`src/shared/scfg_defines.svh`:
```
// Constants of the satellite channel configuration block: word layout,
// register fields, write masks, reply codes and reset values.
// Assumes it is included by bare name by the package and the design modules.
// Summary of operation
// Words taken MSB first during chip select
// Bit 14 picks master or channel register
// Bit 15 odd parity, bits 13:0 payload
// Four words per frame, channels one to four
// Master write off slot one replies E000
// Host writes master register after power-up
// Master bits 11:8 pick channel protocol
// Master bit 12 sets variable-length parity sense
// Variable-length parity mismatch reports an error
// Parity bit write ignored without variable channel
// Master bits 7:4 sense pin enable, mode
// Master bit 1 silences pin during select
// Master bit 0 sets pin polarity
// Channel bit 13 commands FIFO flush
// Channel bit 12 picks the write mask
// Channel bits 2:0 pick current threshold
// Channel bit 3 enables threshold hysteresis
// Satellite inputs pass a deglitch filter
// Channel bits 5:4 control supply and decoder
// Host powers satellite before enabling decoder
// Channel bits 7:6 set variable field length
// Channel bits 11:10 choose the next reply
// Channel bits 9:8 select bit-time range
// Flush discards both FIFO entries
`ifndef SCFG_DEFINES_SVH
`define SCFG_DEFINES_SVH

`define SCFG_NUM_CH 4
`define SCFG_WORD_W 16
`define SCFG_REG_W 14
`define SCFG_LAST_BIT 4'hF
`define SCFG_PAR_BIT 15
`define SCFG_SEL_BIT 14
`define SCFG_FLUSH_BIT 13
`define SCFG_MASK_BIT 12

`define SCFG_MCR_PAR_SENSE 12
`define SCFG_MCR_PROTO_LO 8
`define SCFG_MCR_EN4 7
`define SCFG_MCR_EN3 6
`define SCFG_MCR_HALL4 5
`define SCFG_MCR_HALL3 4
`define SCFG_MCR_MSG_CS 1
`define SCFG_MCR_MSG_POL 0
`define SCFG_MCR_WMASK 14'h1FF3

`define SCFG_CCR_MODE_LO 10
`define SCFG_CCR_BT_LO 8
`define SCFG_CCR_FLEN_LO 6
`define SCFG_CCR_PWR_LO 4
`define SCFG_CCR_HYST 3
`define SCFG_CCR_THR_LO 0
`define SCFG_CCR_MASK_LOW 14'h33FF
`define SCFG_CCR_MASK_HIGH 14'h3C30

`define SCFG_MODE_ECHO 2'h0
`define SCFG_MODE_MCR 2'h1
`define SCFG_MODE_CCR 2'h2
`define SCFG_MODE_FIFO 2'h3
`define SCFG_PWR_OFF 2'h0
`define SCFG_PWR_SAT 2'h1
`define SCFG_PWR_BOTH 2'h2
`define SCFG_ST_CFG 2'h3
`define SCFG_REPLY_BAD 16'hE000

`define SCFG_MCR_RST 14'h0000
`define SCFG_CCR_RST 14'h0000
`define SCFG_LAST_MCR_RST 4'h1

`endif

```
`src/shared/scfg_pkg.sv`:
```
// Types of the satellite channel configuration block.
// Assumes scfg_defines.svh is on the include path.
`include "scfg_defines.svh"

package scfg_pkg;

  typedef enum logic [1:0] {
    SCFG_IDLE = 2'h1,
    SCFG_FRAME = 2'h2
  } scfg_state_type;

  typedef struct packed {
    logic sclk;
    logic cs_n;
    logic mosi;
  } scfg_spi_pins_type;

  typedef struct packed {
    logic [3:0] done;
    logic [3:0] ones_odd;
  } scfg_rx_msg_type;

  typedef struct packed {
    logic proto_var;
    logic parity_odd;
    logic sat_on;
    logic dec_on;
    logic [2:0] thr;
    logic hyst;
    logic [1:0] field_len;
    logic [1:0] bit_time;
  } scfg_chan_ctrl_type;

  typedef struct packed {
    logic ch4_en;
    logic ch3_en;
    logic ch4_hall;
    logic ch3_hall;
  } scfg_sense_ctrl_type;

  typedef struct packed {
    logic [13:0] ccr;
    logic flush;
  } scfg_ccr_state_type;

  typedef struct packed {
    scfg_state_type st;
    logic sclk_m;
    logic sclk_s;
    logic sclk_d;
    logic cs_n_m;
    logic cs_n_s;
    logic cs_n_d;
    logic mosi_m;
    logic mosi_s;
    logic [3:0] sense_m;
    logic [3:0] sense_s;
    logic [3:0] sense_h1;
    logic [3:0] sense_h2;
    logic [3:0] sense_filt;
    logic [14:0] shift;
    logic [3:0] bit_cnt;
    logic [2:0] slot;
    logic [13:0] satellite_master_config;
    logic [3:0] last_mcr;
    logic [3:0] bad_slot;
    logic [63:0] tx;
    logic miso;
    logic msg_pin;
    logic [3:0] ccr_wr;
    logic [13:0] ccr_wdata;
    scfg_chan_ctrl_type [3:0] chan;
    scfg_sense_ctrl_type sense_ctrl;
    logic [3:0] flush;
    logic [3:0] par_err;
  } scfg_top_state_type;

endpackage : scfg_pkg

```
`src/rtl/scfg_ccr_slot.sv`:
```
// One channel configuration register with its masked write and flush strobe.
// Assumes wr is a one-cycle pulse from logic on the same clock.
`timescale 1ns/10ps
`default_nettype none
`include "scfg_defines.svh"

module scfg_ccr_slot
  import scfg_pkg::*;
(
  input wire logic clk,
  input wire logic sys_rst,
  input wire logic wr,
  input wire logic [13:0] wdata,
  output logic [13:0] ccr,
  output logic flush
);

  scfg_ccr_state_type s_q;
  scfg_ccr_state_type s_d;
  logic [13:0] mask;

  always_comb
  begin
    s_d = s_q;
    mask = wdata[`SCFG_MASK_BIT] ? `SCFG_CCR_MASK_HIGH : `SCFG_CCR_MASK_LOW;
    s_d.flush = wr & wdata[`SCFG_FLUSH_BIT];
    if (wr)
    begin
      s_d.ccr = (s_q.ccr & ~mask) | (wdata & mask);
    end
  end

  always_ff @(posedge clk)
  begin
    if (sys_rst)
    begin
      s_q.ccr <= `SCFG_CCR_RST;
      s_q.flush <= 1'b0;
    end
    else
    begin
      s_q <= s_d;
    end
  end

  assign ccr = s_q.ccr;
  assign flush = s_q.flush;
endmodule : scfg_ccr_slot
`default_nettype wire

```
`src/rtl/scfg_top.sv`:
```
// Satellite channel configuration registers behind the satellite SPI port.
// Assumes SPI pins are asynchronous to clk and far slower than it; FIFO
// occupancy and decoder parity results come from logic on clk.
`timescale 1ns/10ps
`default_nettype none
`include "scfg_defines.svh"

module scfg_top
  import scfg_pkg::*;
(
  input wire logic clk,
  input wire logic sys_rst,
  input wire scfg_spi_pins_type spi_pins,
  input wire logic [3:0] sat_sense_raw,
  input wire logic [3:0] fifo_has_msg,
  input wire scfg_rx_msg_type rx_msg,
  output logic miso,
  output logic message_waiting_pin,
  output logic [13:0] master_config,
  output scfg_chan_ctrl_type [3:0] chan_ctrl,
  output scfg_sense_ctrl_type sense_ctrl,
  output logic [3:0] fifo_flush,
  output logic [3:0] comm_parity_err,
  output logic [3:0] sat_sense_filt
);

  scfg_top_state_type s_q;
  scfg_top_state_type s_d;
  logic [13:0] ccr_q [4];
  logic [3:0] slot_flush;

  genvar g;
  generate
    for (g = 0; g < `SCFG_NUM_CH; g++)
    begin : g_slot
      scfg_ccr_slot u_slot (
        .clk(clk),
        .sys_rst(sys_rst),
        .wr(s_q.ccr_wr[g]),
        .wdata(s_q.ccr_wdata),
        .ccr(ccr_q[g]),
        .flush(slot_flush[g])
      );
    end
  endgenerate

  function automatic logic [15:0] cfg_word(input logic [1:0] st, input logic [12:0] data);
    cfg_word = {st, ~^{st, data}, data};
  endfunction : cfg_word

  logic [15:0] nxt;
  logic rise;
  logic fall;
  logic cs_act;
  logic cs_start;
  logic [63:0] replies;
  logic [15:0] rep;
  logic [1:0] pwr;
  logic [1:0] mode;

  always_comb
  begin
    s_d = s_q;
    nxt = {s_q.shift, s_q.mosi_s};
    rise = s_q.sclk_s & ~s_q.sclk_d;
    fall = ~s_q.sclk_s & s_q.sclk_d;
    cs_act = ~s_q.cs_n_s;
    cs_start = ~s_q.cs_n_s & s_q.cs_n_d;
    rep = 16'h0000;
    pwr = 2'h0;
    mode = 2'h0;
    replies = 64'h0;

    // Pin synchronisers; only the second stage and its delayed copy feed logic
    s_d.sclk_m = spi_pins.sclk;
    s_d.sclk_s = s_q.sclk_m;
    s_d.sclk_d = s_q.sclk_s;
    s_d.cs_n_m = spi_pins.cs_n;
    s_d.cs_n_s = s_q.cs_n_m;
    s_d.cs_n_d = s_q.cs_n_s;
    s_d.mosi_m = spi_pins.mosi;
    s_d.mosi_s = s_q.mosi_m;

    // Three equal samples needed; trades latency for glitch immunity
    s_d.sense_m = sat_sense_raw;
    s_d.sense_s = s_q.sense_m;
    s_d.sense_h1 = s_q.sense_s;
    s_d.sense_h2 = s_q.sense_h1;
    for (int i = 0; i < `SCFG_NUM_CH; i++)
    begin
      if (s_q.sense_s[i] == s_q.sense_h1[i] && s_q.sense_h1[i] == s_q.sense_h2[i])
      begin
        s_d.sense_filt[i] = s_q.sense_s[i];
      end
    end

    // Reply words for the coming frame, channel one first
    for (int i = 0; i < `SCFG_NUM_CH; i++)
    begin
      mode = ccr_q[i][`SCFG_CCR_MODE_LO +: 2];
      pwr = ccr_q[i][`SCFG_CCR_PWR_LO +: 2];
      case (mode)
        `SCFG_MODE_ECHO:
          rep = (s_q.last_mcr[i] && i == 0) ? cfg_word(`SCFG_ST_CFG, s_q.satellite_master_config[12:0])
                                              : cfg_word(`SCFG_ST_CFG, ccr_q[i][12:0]);
        `SCFG_MODE_MCR:
          rep = (i == 0) ? cfg_word(`SCFG_ST_CFG, s_q.satellite_master_config[12:0]) : `SCFG_REPLY_BAD;
        `SCFG_MODE_CCR:
          rep = cfg_word(`SCFG_ST_CFG, ccr_q[i][12:0]);
        default:
          // FIFO content lives outside; status bits and an empty data field
          rep = cfg_word((pwr == `SCFG_PWR_SAT || pwr == `SCFG_PWR_BOTH) ? pwr : 2'h0, 13'h0000);
      endcase
      if (s_q.bad_slot[i])
      begin
        rep = `SCFG_REPLY_BAD;
      end
      replies[(63 - 16 * i) -: 16] = rep;
    end

    s_d.ccr_wr = 4'h0;
    case (s_q.st)
      SCFG_IDLE:
      begin
        s_d.miso = 1'b0;
        if (cs_start)
        begin
          s_d.st = SCFG_FRAME;
          s_d.bit_cnt = 4'h0;
          s_d.slot = 3'h0;
          s_d.tx = replies;
          s_d.miso = replies[63];
        end
      end
      SCFG_FRAME:
      begin
        if (!cs_act)
        begin
          // Partial word at frame end is dropped
          s_d.st = SCFG_IDLE;
        end
        else
        begin
          if (rise)
          begin
            s_d.shift = nxt[14:0];
            s_d.bit_cnt = 4'(s_q.bit_cnt + 4'h1);
            if (s_q.bit_cnt == `SCFG_LAST_BIT && s_q.slot < 3'(`SCFG_NUM_CH))
            begin
              s_d.slot = 3'(s_q.slot + 3'h1);
              if (^nxt)
              begin
                if (!nxt[`SCFG_SEL_BIT])
                begin
                  if (s_q.slot == 3'h0)
                  begin
                    s_d.satellite_master_config = nxt[13:0] & `SCFG_MCR_WMASK;
                    if (nxt[`SCFG_MCR_PROTO_LO +: 4] == 4'h0)
                    begin
                      s_d.satellite_master_config[`SCFG_MCR_PAR_SENSE] = s_q.satellite_master_config[`SCFG_MCR_PAR_SENSE];
                    end
                    s_d.last_mcr[0] = 1'b1;
                    s_d.bad_slot[0] = 1'b0;
                  end
                  else
                  begin
                    s_d.bad_slot[s_q.slot[1:0]] = 1'b1;
                  end
                end
                else
                begin
                  s_d.ccr_wr[s_q.slot[1:0]] = 1'b1;
                  s_d.ccr_wdata = nxt[13:0];
                  s_d.last_mcr[s_q.slot[1:0]] = 1'b0;
                  s_d.bad_slot[s_q.slot[1:0]] = 1'b0;
                end
              end
            end
          end
          if (fall)
          begin
            s_d.tx = {s_q.tx[62:0], 1'b0};
            s_d.miso = s_q.tx[62];
          end
        end
      end
      default:
        s_d.st = SCFG_IDLE;
    endcase

    // Decoded controls, registered so every output comes from a flop
    for (int i = 0; i < `SCFG_NUM_CH; i++)
    begin
      pwr = ccr_q[i][`SCFG_CCR_PWR_LO +: 2];
      s_d.chan[i].proto_var = s_q.satellite_master_config[`SCFG_MCR_PROTO_LO + i];
      s_d.chan[i].parity_odd = s_q.satellite_master_config[`SCFG_MCR_PAR_SENSE] & s_q.satellite_master_config[`SCFG_MCR_PROTO_LO + i];
      s_d.chan[i].sat_on = (pwr == `SCFG_PWR_SAT) || (pwr == `SCFG_PWR_BOTH);
      s_d.chan[i].dec_on = (pwr == `SCFG_PWR_BOTH);
      s_d.chan[i].thr = ccr_q[i][`SCFG_CCR_THR_LO +: 3];
      s_d.chan[i].hyst = ccr_q[i][`SCFG_CCR_HYST];
      s_d.chan[i].field_len = s_q.satellite_master_config[`SCFG_MCR_PROTO_LO + i] ?
                              ccr_q[i][`SCFG_CCR_FLEN_LO +: 2] : 2'h0;
      s_d.chan[i].bit_time = ccr_q[i][`SCFG_CCR_BT_LO +: 2];
      s_d.par_err[i] = rx_msg.done[i] & s_q.chan[i].proto_var &
                       (rx_msg.ones_odd[i] != s_q.chan[i].parity_odd);
    end
    s_d.sense_ctrl.ch4_en = s_q.satellite_master_config[`SCFG_MCR_EN4];
    s_d.sense_ctrl.ch3_en = s_q.satellite_master_config[`SCFG_MCR_EN3];
    s_d.sense_ctrl.ch4_hall = s_q.satellite_master_config[`SCFG_MCR_HALL4];
    s_d.sense_ctrl.ch3_hall = s_q.satellite_master_config[`SCFG_MCR_HALL3];
    s_d.flush = slot_flush;

    // Inactive level equals the polarity bit
    s_d.msg_pin = ((|fifo_has_msg) & ~(s_q.satellite_master_config[`SCFG_MCR_MSG_CS] & cs_act)) ^
                  s_q.satellite_master_config[`SCFG_MCR_MSG_POL];
  end

  always_ff @(posedge clk)
  begin
    if (sys_rst)
    begin
      s_q <= '0;
      s_q.st <= SCFG_IDLE;
      s_q.cs_n_m <= 1'b1;
      s_q.cs_n_s <= 1'b1;
      s_q.cs_n_d <= 1'b1;
      s_q.satellite_master_config <= `SCFG_MCR_RST;
      s_q.last_mcr <= `SCFG_LAST_MCR_RST;
    end
    else
    begin
      s_q <= s_d;
    end
  end

  assign miso = s_q.miso;
  assign message_waiting_pin = s_q.msg_pin;
  assign master_config = s_q.satellite_master_config;
  assign chan_ctrl = s_q.chan;
  assign sense_ctrl = s_q.sense_ctrl;
  assign fifo_flush = s_q.flush;
  assign comm_parity_err = s_q.par_err;
  assign sat_sense_filt = s_q.sense_filt;

  // Helper view of one completed, parity-good word
  logic word_ok;
  assign word_ok = (s_q.st == SCFG_FRAME) && ~s_q.cs_n_s && s_q.sclk_s && ~s_q.sclk_d &&
                   (s_q.bit_cnt == 4'hF) && (s_q.slot < 3'h4) && (^{s_q.shift, s_q.mosi_s});
endmodule : scfg_top
`default_nettype wire

```
`config.mk`:
```
export PLATFORM = sky130hd
export DESIGN_NAME = scfg_top
export DESIGN_NICKNAME = d
export VERILOG_FILES = /design/src/shared/scfg_pkg.sv /design/src/rtl/scfg_ccr_slot.sv /design/src/rtl/scfg_top.sv
export VERILOG_INCLUDE_DIRS = /design/src /design/src/shared
export SDC_FILE = /design/constraint.sdc
export NUM_CORES = 1
export LEC_CHECK = 0
export BUFFER_PORTS_ARGS = -buffer_cell sky130_fd_sc_hd__buf_2
export CAP_MARGIN = 30
export CORE_MARGIN = 2
export CORE_UTILIZATION = 41
export CTS_BUF_LIST = sky130_fd_sc_hd__clkbuf_8
export DETAILED_ROUTE_END_ITERATION = 16
export HOLD_SLACK_MARGIN = 0.1
export SYNTH_ARGS = -nofsm -noshare
export SYNTH_HDL_FRONTEND = slang
export SYNTH_SLANG_ARGS = --single-unit
```
`constraint.sdc`:
```
create_clock -name clk -period 3.97 [get_ports clk]
set_input_delay 0.397 -clock clk [delete_from_list [all_inputs] [get_ports clk]]
set_output_delay 0.397 -clock clk [all_outputs]
set_load 0.005 [all_outputs]
```
==> results.yml, run 1 <==
floorplanning:
  core-area_um2: 27100
  dieWidth_um: 171
  die-area_um2: 29100
  ios: 101
  die_y_um: 171
  rows: 60
  start_util_pct: 42.0
clocking:
  clock_latency_ns: 0.55
  htree_num_levels: 2
  cts.clk_slew.worst_paths_ns: 0.06
  ctsResizeCount: 0
  root_buffer: "clkbuf_8"
  postCtsSetupBuffers: 0
  holdBufCountCts: 14
  cts_tree: "yes"
  cts_buffers: 45
  cts.sinks: 267
  cts_buffer_depth: 3
sta:
  worst_slew_pin_slew_ns: 1.00
  fin_tns_setup_ns: 0
  slew_headroom_pct: 33.1
  rsz0062_at_grt: "no"
  min_period_over_period_pct: 67.8
  fmax_ghz: 0.371
  slew_violations: 0
  hold_viol: 0
  fin_worst_skew_ns: 0.0146
  setup-violations-final: 0
  period_needed_ns: 2.69
worst_setup_path:
  endpoint_kind: "flop"
  crit_fanout: 19
  critPathLaunchType: "flop"
  crit_path_frequent_cell: "xnor2_1"
  cp_slowest_cell: "xor3_2"
  ff2ff_setup_slack_ns: 1.28
  crit_path_cell_trace: "inv_1, ha_1, xnor2_1, xnor2_1, xor3_2, nor3_1, buf_4, mux2_1"
  worstPathRequired_ns: 4.40
  path_class: "reg -> reg"
  slowest_delay_ns: 0.60
  cp_data_arrival_time_ns: 3.12
cells_and_area:
  design_area_um2: 12600
  final_cells: 1631
  nNetsFinal: 1282
  post-route-util_pct: 46.7
  syn_to_final_growth_pct: 11.1
  num-fill-cells: 2618
  drive_above_1_share_pct: 14.9
  num_antenna_cells: 0
synth:
  synth_area_per_cell_um2: 9.40
  synth_top_family_by_area: "simple AND/OR/NAND/NOR gates"
  ys_warn_count: 0
  syn_inst: 1210
  yosys.area.top_type: "dfxtp_1"
  synthTopCellsByArea: "dfxtp_1, buf_4, mux2i_1"
  synth_cell_types: 49
  synth_top_area_share_pct: 47.0
  syn_area_um2: 11400
  synth_xor_area_share_pct: 5.76
  synth_simple_gate_area_share_pct: 15.8
  ys_async_sr_fraction_pct: 0
  ys_ff_latch: 267
  synth_ff_type: "dfxtp_1"
  synth-compound-area-share_pct: 14.2
  synth_adder_area_share_pct: 3.85
  synth_edf_count: 0
  seq_area_frac_synth_pct: 47.0
  synth_mux_area_share_pct: 4.71
place:
  hpwl_um: 16600
  dp_cells: 1537
  gp_congestion: 0.767
  port-buffer-count: 97
  placed_cell_area_um2: 11600
hold_path:
  holdCritPathClass: "in -> reg"
detailed_routing:
  wl_per_cell_um: 15.8
  routed-via-count: 8178
  vias_per_cell: 5.01
  ant_nets: 0
  totalWireLength_um: 25800
  post-route-drc-count: 0
  first_pass_iters: 5
  drt-initial-drc-count: 579
status:
  status: "complete, no violations"
power_and_ir_drop:
  p_total_mw: 5.42
  power_density_nw_per_um2: 428
  max-vdd-ir-drop_mv: 0.286
  power.leakage_nw: 5.01
flow_run:
  max-cap-violations: 0
global_routing:
  grt_max_degree: 76
  grt_pass1_vias: 7807
  overflow: 0
  grt_use_total_pct: 18.0
  grt_antenna_before_repair: 0
  grt_first_pass_wirelength_um: 41700
## worst paths after layout
| kind | start | to | cells past startpoint |
|---|---|---|---|
| max | nxt[8] | s_q[73] | 8 |
| min | rx_msg[1] | comm_parity_err[1] | 3 |
| max reg2reg | nxt[8] | s_q[73] | 8 |
| min reg2reg | s_d[211] | s_d[210] | 1 |
## cell usage in the layout (no fill, tap or decap), types with 10 or more instances in the layout
cell type | synthesis | layout
a22oi_1 | 51 | 51
dfxtp_1 | 267 | 267
o21ai_0 | 21 | 21
nor3b_1 | 12 | 11
nand2_1 | 90 | 90
nor2_1 | 126 | 126
a22o_1 | 10 | 10
nor3_1 | 12 | 12
inv_1 | 24 | 36
nand3_1 | 16 | 16
xor2_1 | 10 | 10
mux2i_1 | 49 | 49
a21oi_1 | 49 | 49
o31ai_1 | 16 | 16
buf_4 | 79 | 13
dlygate4sd3_1 | 0 | 14
nand2b_1 | 10 | 10
buf_2 | 2 | 96
clkbuf_8 | 0 | 60
xnor2_1 | 44 | 44
ha_1 | 35 | 35
a211oi_1 | 59 | 59
and2_1 | 17 | 17
nor2b_1 | 69 | 69
## metrics by stage
stage / setup slack [ns] / hold slack [ns]
6_report: 1.28 / 0.132
5_1_grt: 1.07 / 0.106
4_1_cts: 1.27 / 0.102
3_5_place_dp: 1.30 / 0.398
3_3_place_gp: 1.35 / 0.401
2_1_floorplan: 1.59 / 0.389
## cell usage after synthesis, types with 21 or more instances
master,number
mux2i_1,49
inv_1,24
xnor2_1,44
nor2b_1,69
a22oi_1,51
ha_1,35
nand2_1,90
a21oi_1,49
a211oi_1,59
nor2_1,126
clkbuf_1,67
buf_4,79
o21ai_0,21
dfxtp_1,267
## layer usage
metal	GRT usage [%]	part of all wire [%]
met1	24.8	48
met2	27.8	44
met3	3.24	4.8
met4	7.36	3.3
met5	0	0
## layout make-up
cell class                 count  area [um^2]  area share, %
inverter                      26         97.6          0.772
tap                          372          465           3.68
sequential                   267         5350           42.3
multi-input combinational    762         5070           40.1
clock inverter                20          115          0.910
clock buffer                  60          826           6.53
timing repair buffer         124          729           5.77
## logic make-up (layout without fill, tap and decap cells)
kind of cell | count (synthesis) | count (layout)
flip-flops | 267 | 267
AND/OR/NAND/NOR | 374 | 374
other | 1 | 3
XOR/XNOR | 62 | 62
AO/OA/AOI/OAI | 235 | 235
adder cells (fa/ha/maj) | 35 | 35
multiplexers | 53 | 53
buffers and inverters | 183 | 230
## critical path: cells and delay by family, from the launching register on
family,cells,cell delay (ns)
simple gates,1,0.23
flops,1,0.37
xor+xnor,3,1.04
buf+inv,2,0.29
mux,1,0.34
fa+ha+maj,1,0.30
## where the power goes
group / total, mW / switching, mW / leakage [nW] / internal (mW)
clock: 2.51 / 1.10 / 0.529 / 1.41
sequential: 2.74 / 0.0219 / 2.16 / 2.72
combinational: 0.160 / 0.101 / 2.32 / 0.0597
Note: power is estimated with default switching activity, not from simulation.
==> inputs of run 2 (changes only) <==
Clock period 3.97 ns to 2.19 ns, I/O delays scaled along.
==> run 2 against run 1 <==
Compared with the run above: critical path depth increased by 1; core utilization increased by 2.5 points; non-clock buffer count increased by 57; the run now ends with negative setup slack left; largest power group unchanged; sequential share of layout area decreased by 2.2 points; worst setup slack got worse by 1.3 ns; first-iteration DRC count decreased by 13%; via count increased by 3.4%; die area unchanged; final cell count increased by 3.8%; cell area increased by 5.5%; flip-flop and latch count unchanged.
==> results.yml, run 2 (same netlist as run 1, synthesis figures left out) <==
worst_setup_path:
  critPathLaunchType: "flop"
  crit_path_cell_trace: "inv_2, ha_4, xnor2_2, xnor2_2, xor3_2, buf_6, nor3_2, buf_4, mux2_4"
  worst-path-buf-inv: 3
  crit_path_frequent_cell: "xnor2_2"
  worstPathRequired_ns: 2.64
  cp_slowest_cell: "xor3_2"
  crit_fanout: 3
  cp_data_arrival_time_ns: 2.66
  critPathTopFamily: "XOR/XNOR gates"
  path_class: "reg -> reg"
  endpoint_kind: "flop"
  slowest_delay_ns: 0.49
cells_and_area:
  post-route-util_pct: 49.2
  num_antenna_cells: 0
  final_cell_mix: "dfxtp_1, nor2_1, buf_2, nand2_1, nor2b_1"
  drive_above_1_share_pct: 19.8
  num-fill-cells: 2570
  nNetsFinal: 1340
  layout_commonest_cell: "dfxtp_1"
  final_cells: 1693
  syn_to_final_growth_pct: 17.2
detailed_routing:
  vias_per_cell: 5.00
  first_pass_iters: 5
  post-route-drc-count: 0
  wl_per_cell_um: 15.4
  totalWireLength_um: 26100
  drt-initial-drc-count: 505
  routed-via-count: 8458
  ant_nets: 0
global_routing:
  grt_pass1_vias: 7994
  overflow: 0
  grt_antenna_before_repair: 0
  grt_use_total_pct: 18.0
  grt_max_degree: 65
  grt_first_pass_wirelength_um: 41900
sta:
  min_period_over_period_pct: 101
  period_needed_ns: 2.21
  fmax_ghz: 0.452
  slew_violations: 0
  fin_worst_skew_ns: 0.0328
  worst_slew_pin_slew_ns: 0.613
  rsz0062_at_grt: "yes"
  slew_headroom_pct: 59.1
  setup-violations-final: 4
  hold_viol: 0
  worst_slack_ns: -0.0202
floorplanning:
  rows: 60
  core-area_um2: 27100
  die_y_um: 171
  start_util_pct: 42.0
  ios: 101
  die-area_um2: 29100
  dieWidth_um: 171
flow_run:
  max-cap-violations: 0
power_and_ir_drop:
  p_total_mw: 9.91
  power_density_nw_per_um2: 743
  power.leakage_nw: 5.39
  max-vdd-ir-drop_mv: 0.381
clocking:
  htree_num_levels: 2
  root_buffer: "clkbuf_8"
  clock_latency_ns: 0.56
  cts.clk_slew.worst_paths_ns: 0.06
  cts_buffer_depth: 3
  cts.sinks: 267
  cts_buffers: 46
  cts_tree: "yes"
status:
  status: "finished with violations"
  violations: "negative setup slack"
hold_path:
  holdCritPathClass: "in -> reg"
place:
  hpwl_um: 17100
  dpl_worst_slack_ns: -0.0465
  dp_cells: 1585
  port-buffer-count: 97
  gp_congestion: 0.800
-- run 2: cell types whose count changed in the layout (fill, tap and decap cells not counted), sizes merged, moves of 2 or more --
cell and delta:
clkbuf +6, dlygate4sd3 +6, inv +3, buf +51, clkinvlp -2
-- run 2: layout make-up --
type	count	area [um^2]	area share (%)
clock buffers	66	908	6.81
clock inverters	19	76.3	0.572
inverters	26	97.6	0.732
multi-input cells	762	5180	38.9
flip-flops and latches	267	5350	40.1
well taps	372	465	3.49
repair buffers	181	1250	9.41
-- run 2: per-layer routing --
metal,wire [um],up-vias,global-route usage [%]
li1,-,4216,-
met1,12100,3995,24.2
met2,11800,198,28.8
met3,1250,49,3.15
met4,892,0,7.40
met5,0,-,0
-- run 2: path summary, 6_finish.rpt --
check / start / end / slack [ns] / depth (start not counted)
max reg2reg: nxt[10] / s_q[73] / -0.02 / 9
min reg2reg: s_d[211] / s_d[210] / 0.41 / 1
min: spi_pins[1] / s_d[211] / 0.40 / 3
max: nxt[10] / s_q[73] / -0.02 / 9
-- run 2: per-stage QoR --
step | hold WS [ns] | setup TNS [ns] | area [um^2]
after CTS | 0.373 | 0 | 13200
after global placement | 0.395 | -0.00481 | 12000
after global routing | 0.389 | -1.43 | 13300
after floorplan | 0.323 | -0.00779 | 11400
after detailed placement | 0.397 | -0.0525 | 12000
final | 0.405 | -0.0430 | 13300
-- run 2: what timing repair did --
| action | in CTS | in global routing |
|---|---|---|
| setup buffers | 1 | 2 |
| endpoints found under the setup margin | 5 | 8 |
| endpoints found under the hold margin | 41 | 0 |
| pin swaps | 2 | 4 |
| gates cloned | 0 | 0 |
| hold buffers | 20 | 0 |
| resized for setup | 4 | 19 |
-- run 2: tightest hold or removal path: stages --
cell	delay [ns]
dlygate4sd3_1	0.52
buf_2	0.09
or2_2	0.08
-- run 2: power by group --
| group | internal, mW | total (mW) | leakage (nW) | switching (mW) |
|---|---|---|---|---|
| Combinational | 0.131 | 0.321 | 2.66 | 0.190 |
| Clock | 2.65 | 4.61 | 0.570 | 1.96 |
| Sequential | 4.94 | 4.98 | 2.16 | 0.0384 |
==> inputs of run 3 (changes only) <==
Settings changed: CELL_PAD_IN_SITES_DETAIL_PLACEMENT set to 0, CELL_PAD_IN_SITES_GLOBAL_PLACEMENT set to 1, PLACE_DENSITY_LB_ADDON set to 0.1.
==> run 3 against run 2 <==
Compared with the run above: the flow now finishes without violations; clock power down 6.7%; register-to-register slack better by 0.05 ns; hold slack lost 0.014 ns; cell area fell by 0.60%; sequential share of layout area grew 0.26 points; sequential power hardly changed; power shrank 3.1%; via count fell by 1.7%; clock-buffer cell count is 8 lower; non-clock buffer count grew 4; combinational power increased by 3%; largest power group unchanged.
==> results.yml, run 3 (same netlist as run 1, synthesis figures left out) <==
power_and_ir_drop:
  swShare_pct: 22.6
  power_density_nw_per_um2: 725
  intPower_mw: 7.43
  power.leakage_nw: 5.38
  combPwrFrac_pct: 3.4
  clock_power_share_pct: 44.7
  max-vdd-ir-drop_mv: 0.368
  seqPwrFrac_pct: 51.8
  p_switching_mw: 2.17
sta:
  slew_headroom_pct: 38.5
  fin_worst_skew_ns: 0.0174
  worst_slew_pin_slew_ns: 0.921
  min_period_over_period_pct: 98.8
  setup-violations-final: 0
  rsz0062_at_grt: "yes"
  hold_viol: 0
  slew_violations: 0
  fin_tns_setup_ns: 0
  fmax_ghz: 0.462
  period_needed_ns: 2.16
floorplanning:
  ios: 101
  core-area_um2: 27100
  dieWidth_um: 171
  die_y_um: 171
  rows: 60
  die-area_um2: 29100
  start_util_pct: 42.0
detailed_routing:
  wl_per_cell_um: 16.4
  drt-initial-drc-count: 490
  totalWireLength_um: 27800
  ant_nets: 0
  vias_per_cell: 4.91
  routed-via-count: 8312
  first_pass_iters: 5
  post-route-drc-count: 0
cells_and_area:
  design_area_um2: 13300
  num_antenna_cells: 0
  syn_to_final_growth_pct: 16.5
  seq_area_um2: 5350
  multi_input_comb_area_um2: 5170
  layout_commonest_cell: "dfxtp_1"
  nNetsFinal: 1345
  final_cell_mix: "dfxtp_1, nor2_1, buf_2, nand2_1, nor2b_1"
  num-fill-cells: 2643
  drive_above_1_share_pct: 19.5
clocking:
  cts.sinks: 267
  cts.clk_slew.worst_paths_ns: 0.05
  cts_buffers: 47
  root_buffer: "clkbuf_8"
  cts_tree: "yes"
  clock_latency_ns: 0.55
  htree_num_levels: 2
  cts_buffer_depth: 3
global_routing:
  grt_antenna_before_repair: 0
  overflow: 0
  grt_first_pass_wirelength_um: 44400
  grt_pass1_vias: 8092
  grt_max_degree: 66
  grt_use_total_pct: 19.5
status:
  status: "complete, no violations"
place:
  placed_cell_area_um2: 12000
  port-buffer-count: 97
  hpwl_um: 18200
  gp_congestion: 0.780
worst_setup_path:
  crit_fanout: 7
  path_class: "reg -> reg"
  cp_slowest_cell: "xor3_2"
  endpoint_kind: "flop"
  rr_worst_depth: 6
  worstPathRequired_ns: 2.66
  critPathLaunchType: "flop"
  slowest_delay_ns: 0.50
  cp_data_arrival_time_ns: 2.63
  crit_path_cell_trace: "xnor2_2, xnor3_1, xor3_2, nor3_4, buf_6, mux2i_1"
hold_path:
  min_path_cells: 3
  holdCritPathClass: "in -> reg"
flow_run:
  max-cap-violations: 0
run 3: changes by cell type in the layout (fill, tap and decap cells not counted):
cell      change
clkbuf_8      -8
buf_4         +3
inv_1         +3
o31ai_1       +3
dfxtp_1       -2
dfxtp_2       +2
o31ai_2       -2
buf_6         +1
nor3_2        -1
nor3_4        +1
o21ai_0       -1
o21ai_1       +1
o31ai_4       -1
run 3: worst paths after layout:
kind                                   from  slack [ns]        to
worst max-delay path                 nxt[0]        0.03   s_q[69]
worst min-delay path            spi_pins[1]        0.39  s_d[211]
worst max register to register       nxt[0]        0.03   s_q[69]
worst min register to register     s_d[211]        0.41  s_d[210]
run 3: final cells by class:
class                      count  area share [%]
inverter                      26           0.736
sequential                   267            40.4
timing repair buffer         185            9.72
tap                          372            3.51
multi-input combinational    762            39.0
clock buffer                  58            6.02
clock inverter                22           0.661
run 3: stage by stage:
| step | setup WS (ns) | util, % | hold slack [ns] | power (mW) | cells |
|---|---|---|---|---|---|
| finish | 0.0271 | 48.9 | 0.391 | 9.61 | 1692 |
| global route | -0.0699 | 48.9 | 0.389 | 10.0 | 1692 |
| CTS | 0.0499 | 48.6 | 0.362 | 9.76 | 1690 |
| detailed placement | -0.0390 | 44.4 | 0.400 | 5.39 | 1589 |
| global placement | -0.0311 | 44.4 | 0.401 | 5.39 | 1589 |
| floorplan | -0.00675 | - | 0.323 | 5.28 | 1212 |
run 3: critical path, delay by kind of cell, from the launching register on:
family	cells	cell delay [ns]
AND/OR/NAND/NOR	1	0.26
XOR/XNOR	3	1.12
flip-flops	1	0.33
buffers and inverters	1	0.18
multiplexers	1	0.20
run 3: timing repair:
action,4_1_cts,5_1_grt
pin swaps,5,7
gates resized for setup,8,16
endpoints found under the hold margin,39,0
endpoints found under the setup margin,19,29
hold buffers,20,0
buffers inserted,1,2
run 3: power groups by stage:
stage                     clock network, mW  logic (mW)  registers, mW
after floorplan                           0       0.213           5.07
after global placement                    0       0.306           5.08
after detailed placement                  0       0.308           5.08
after CTS                              4.46       0.330           4.98
after global routing                   4.67       0.373           4.98
final                                  4.30       0.331           4.98
run 3: metal layers:
layer | track usage [%] | wire length [um] | vias up
met5 | 0 | 0 | -
met4 | 5.31 | 501 | 0
met3 | 3.52 | 1090 | 44
met2 | 31.7 | 12600 | 144
met1 | 26.6 | 13600 | 3890
li1 | - | - | 4234
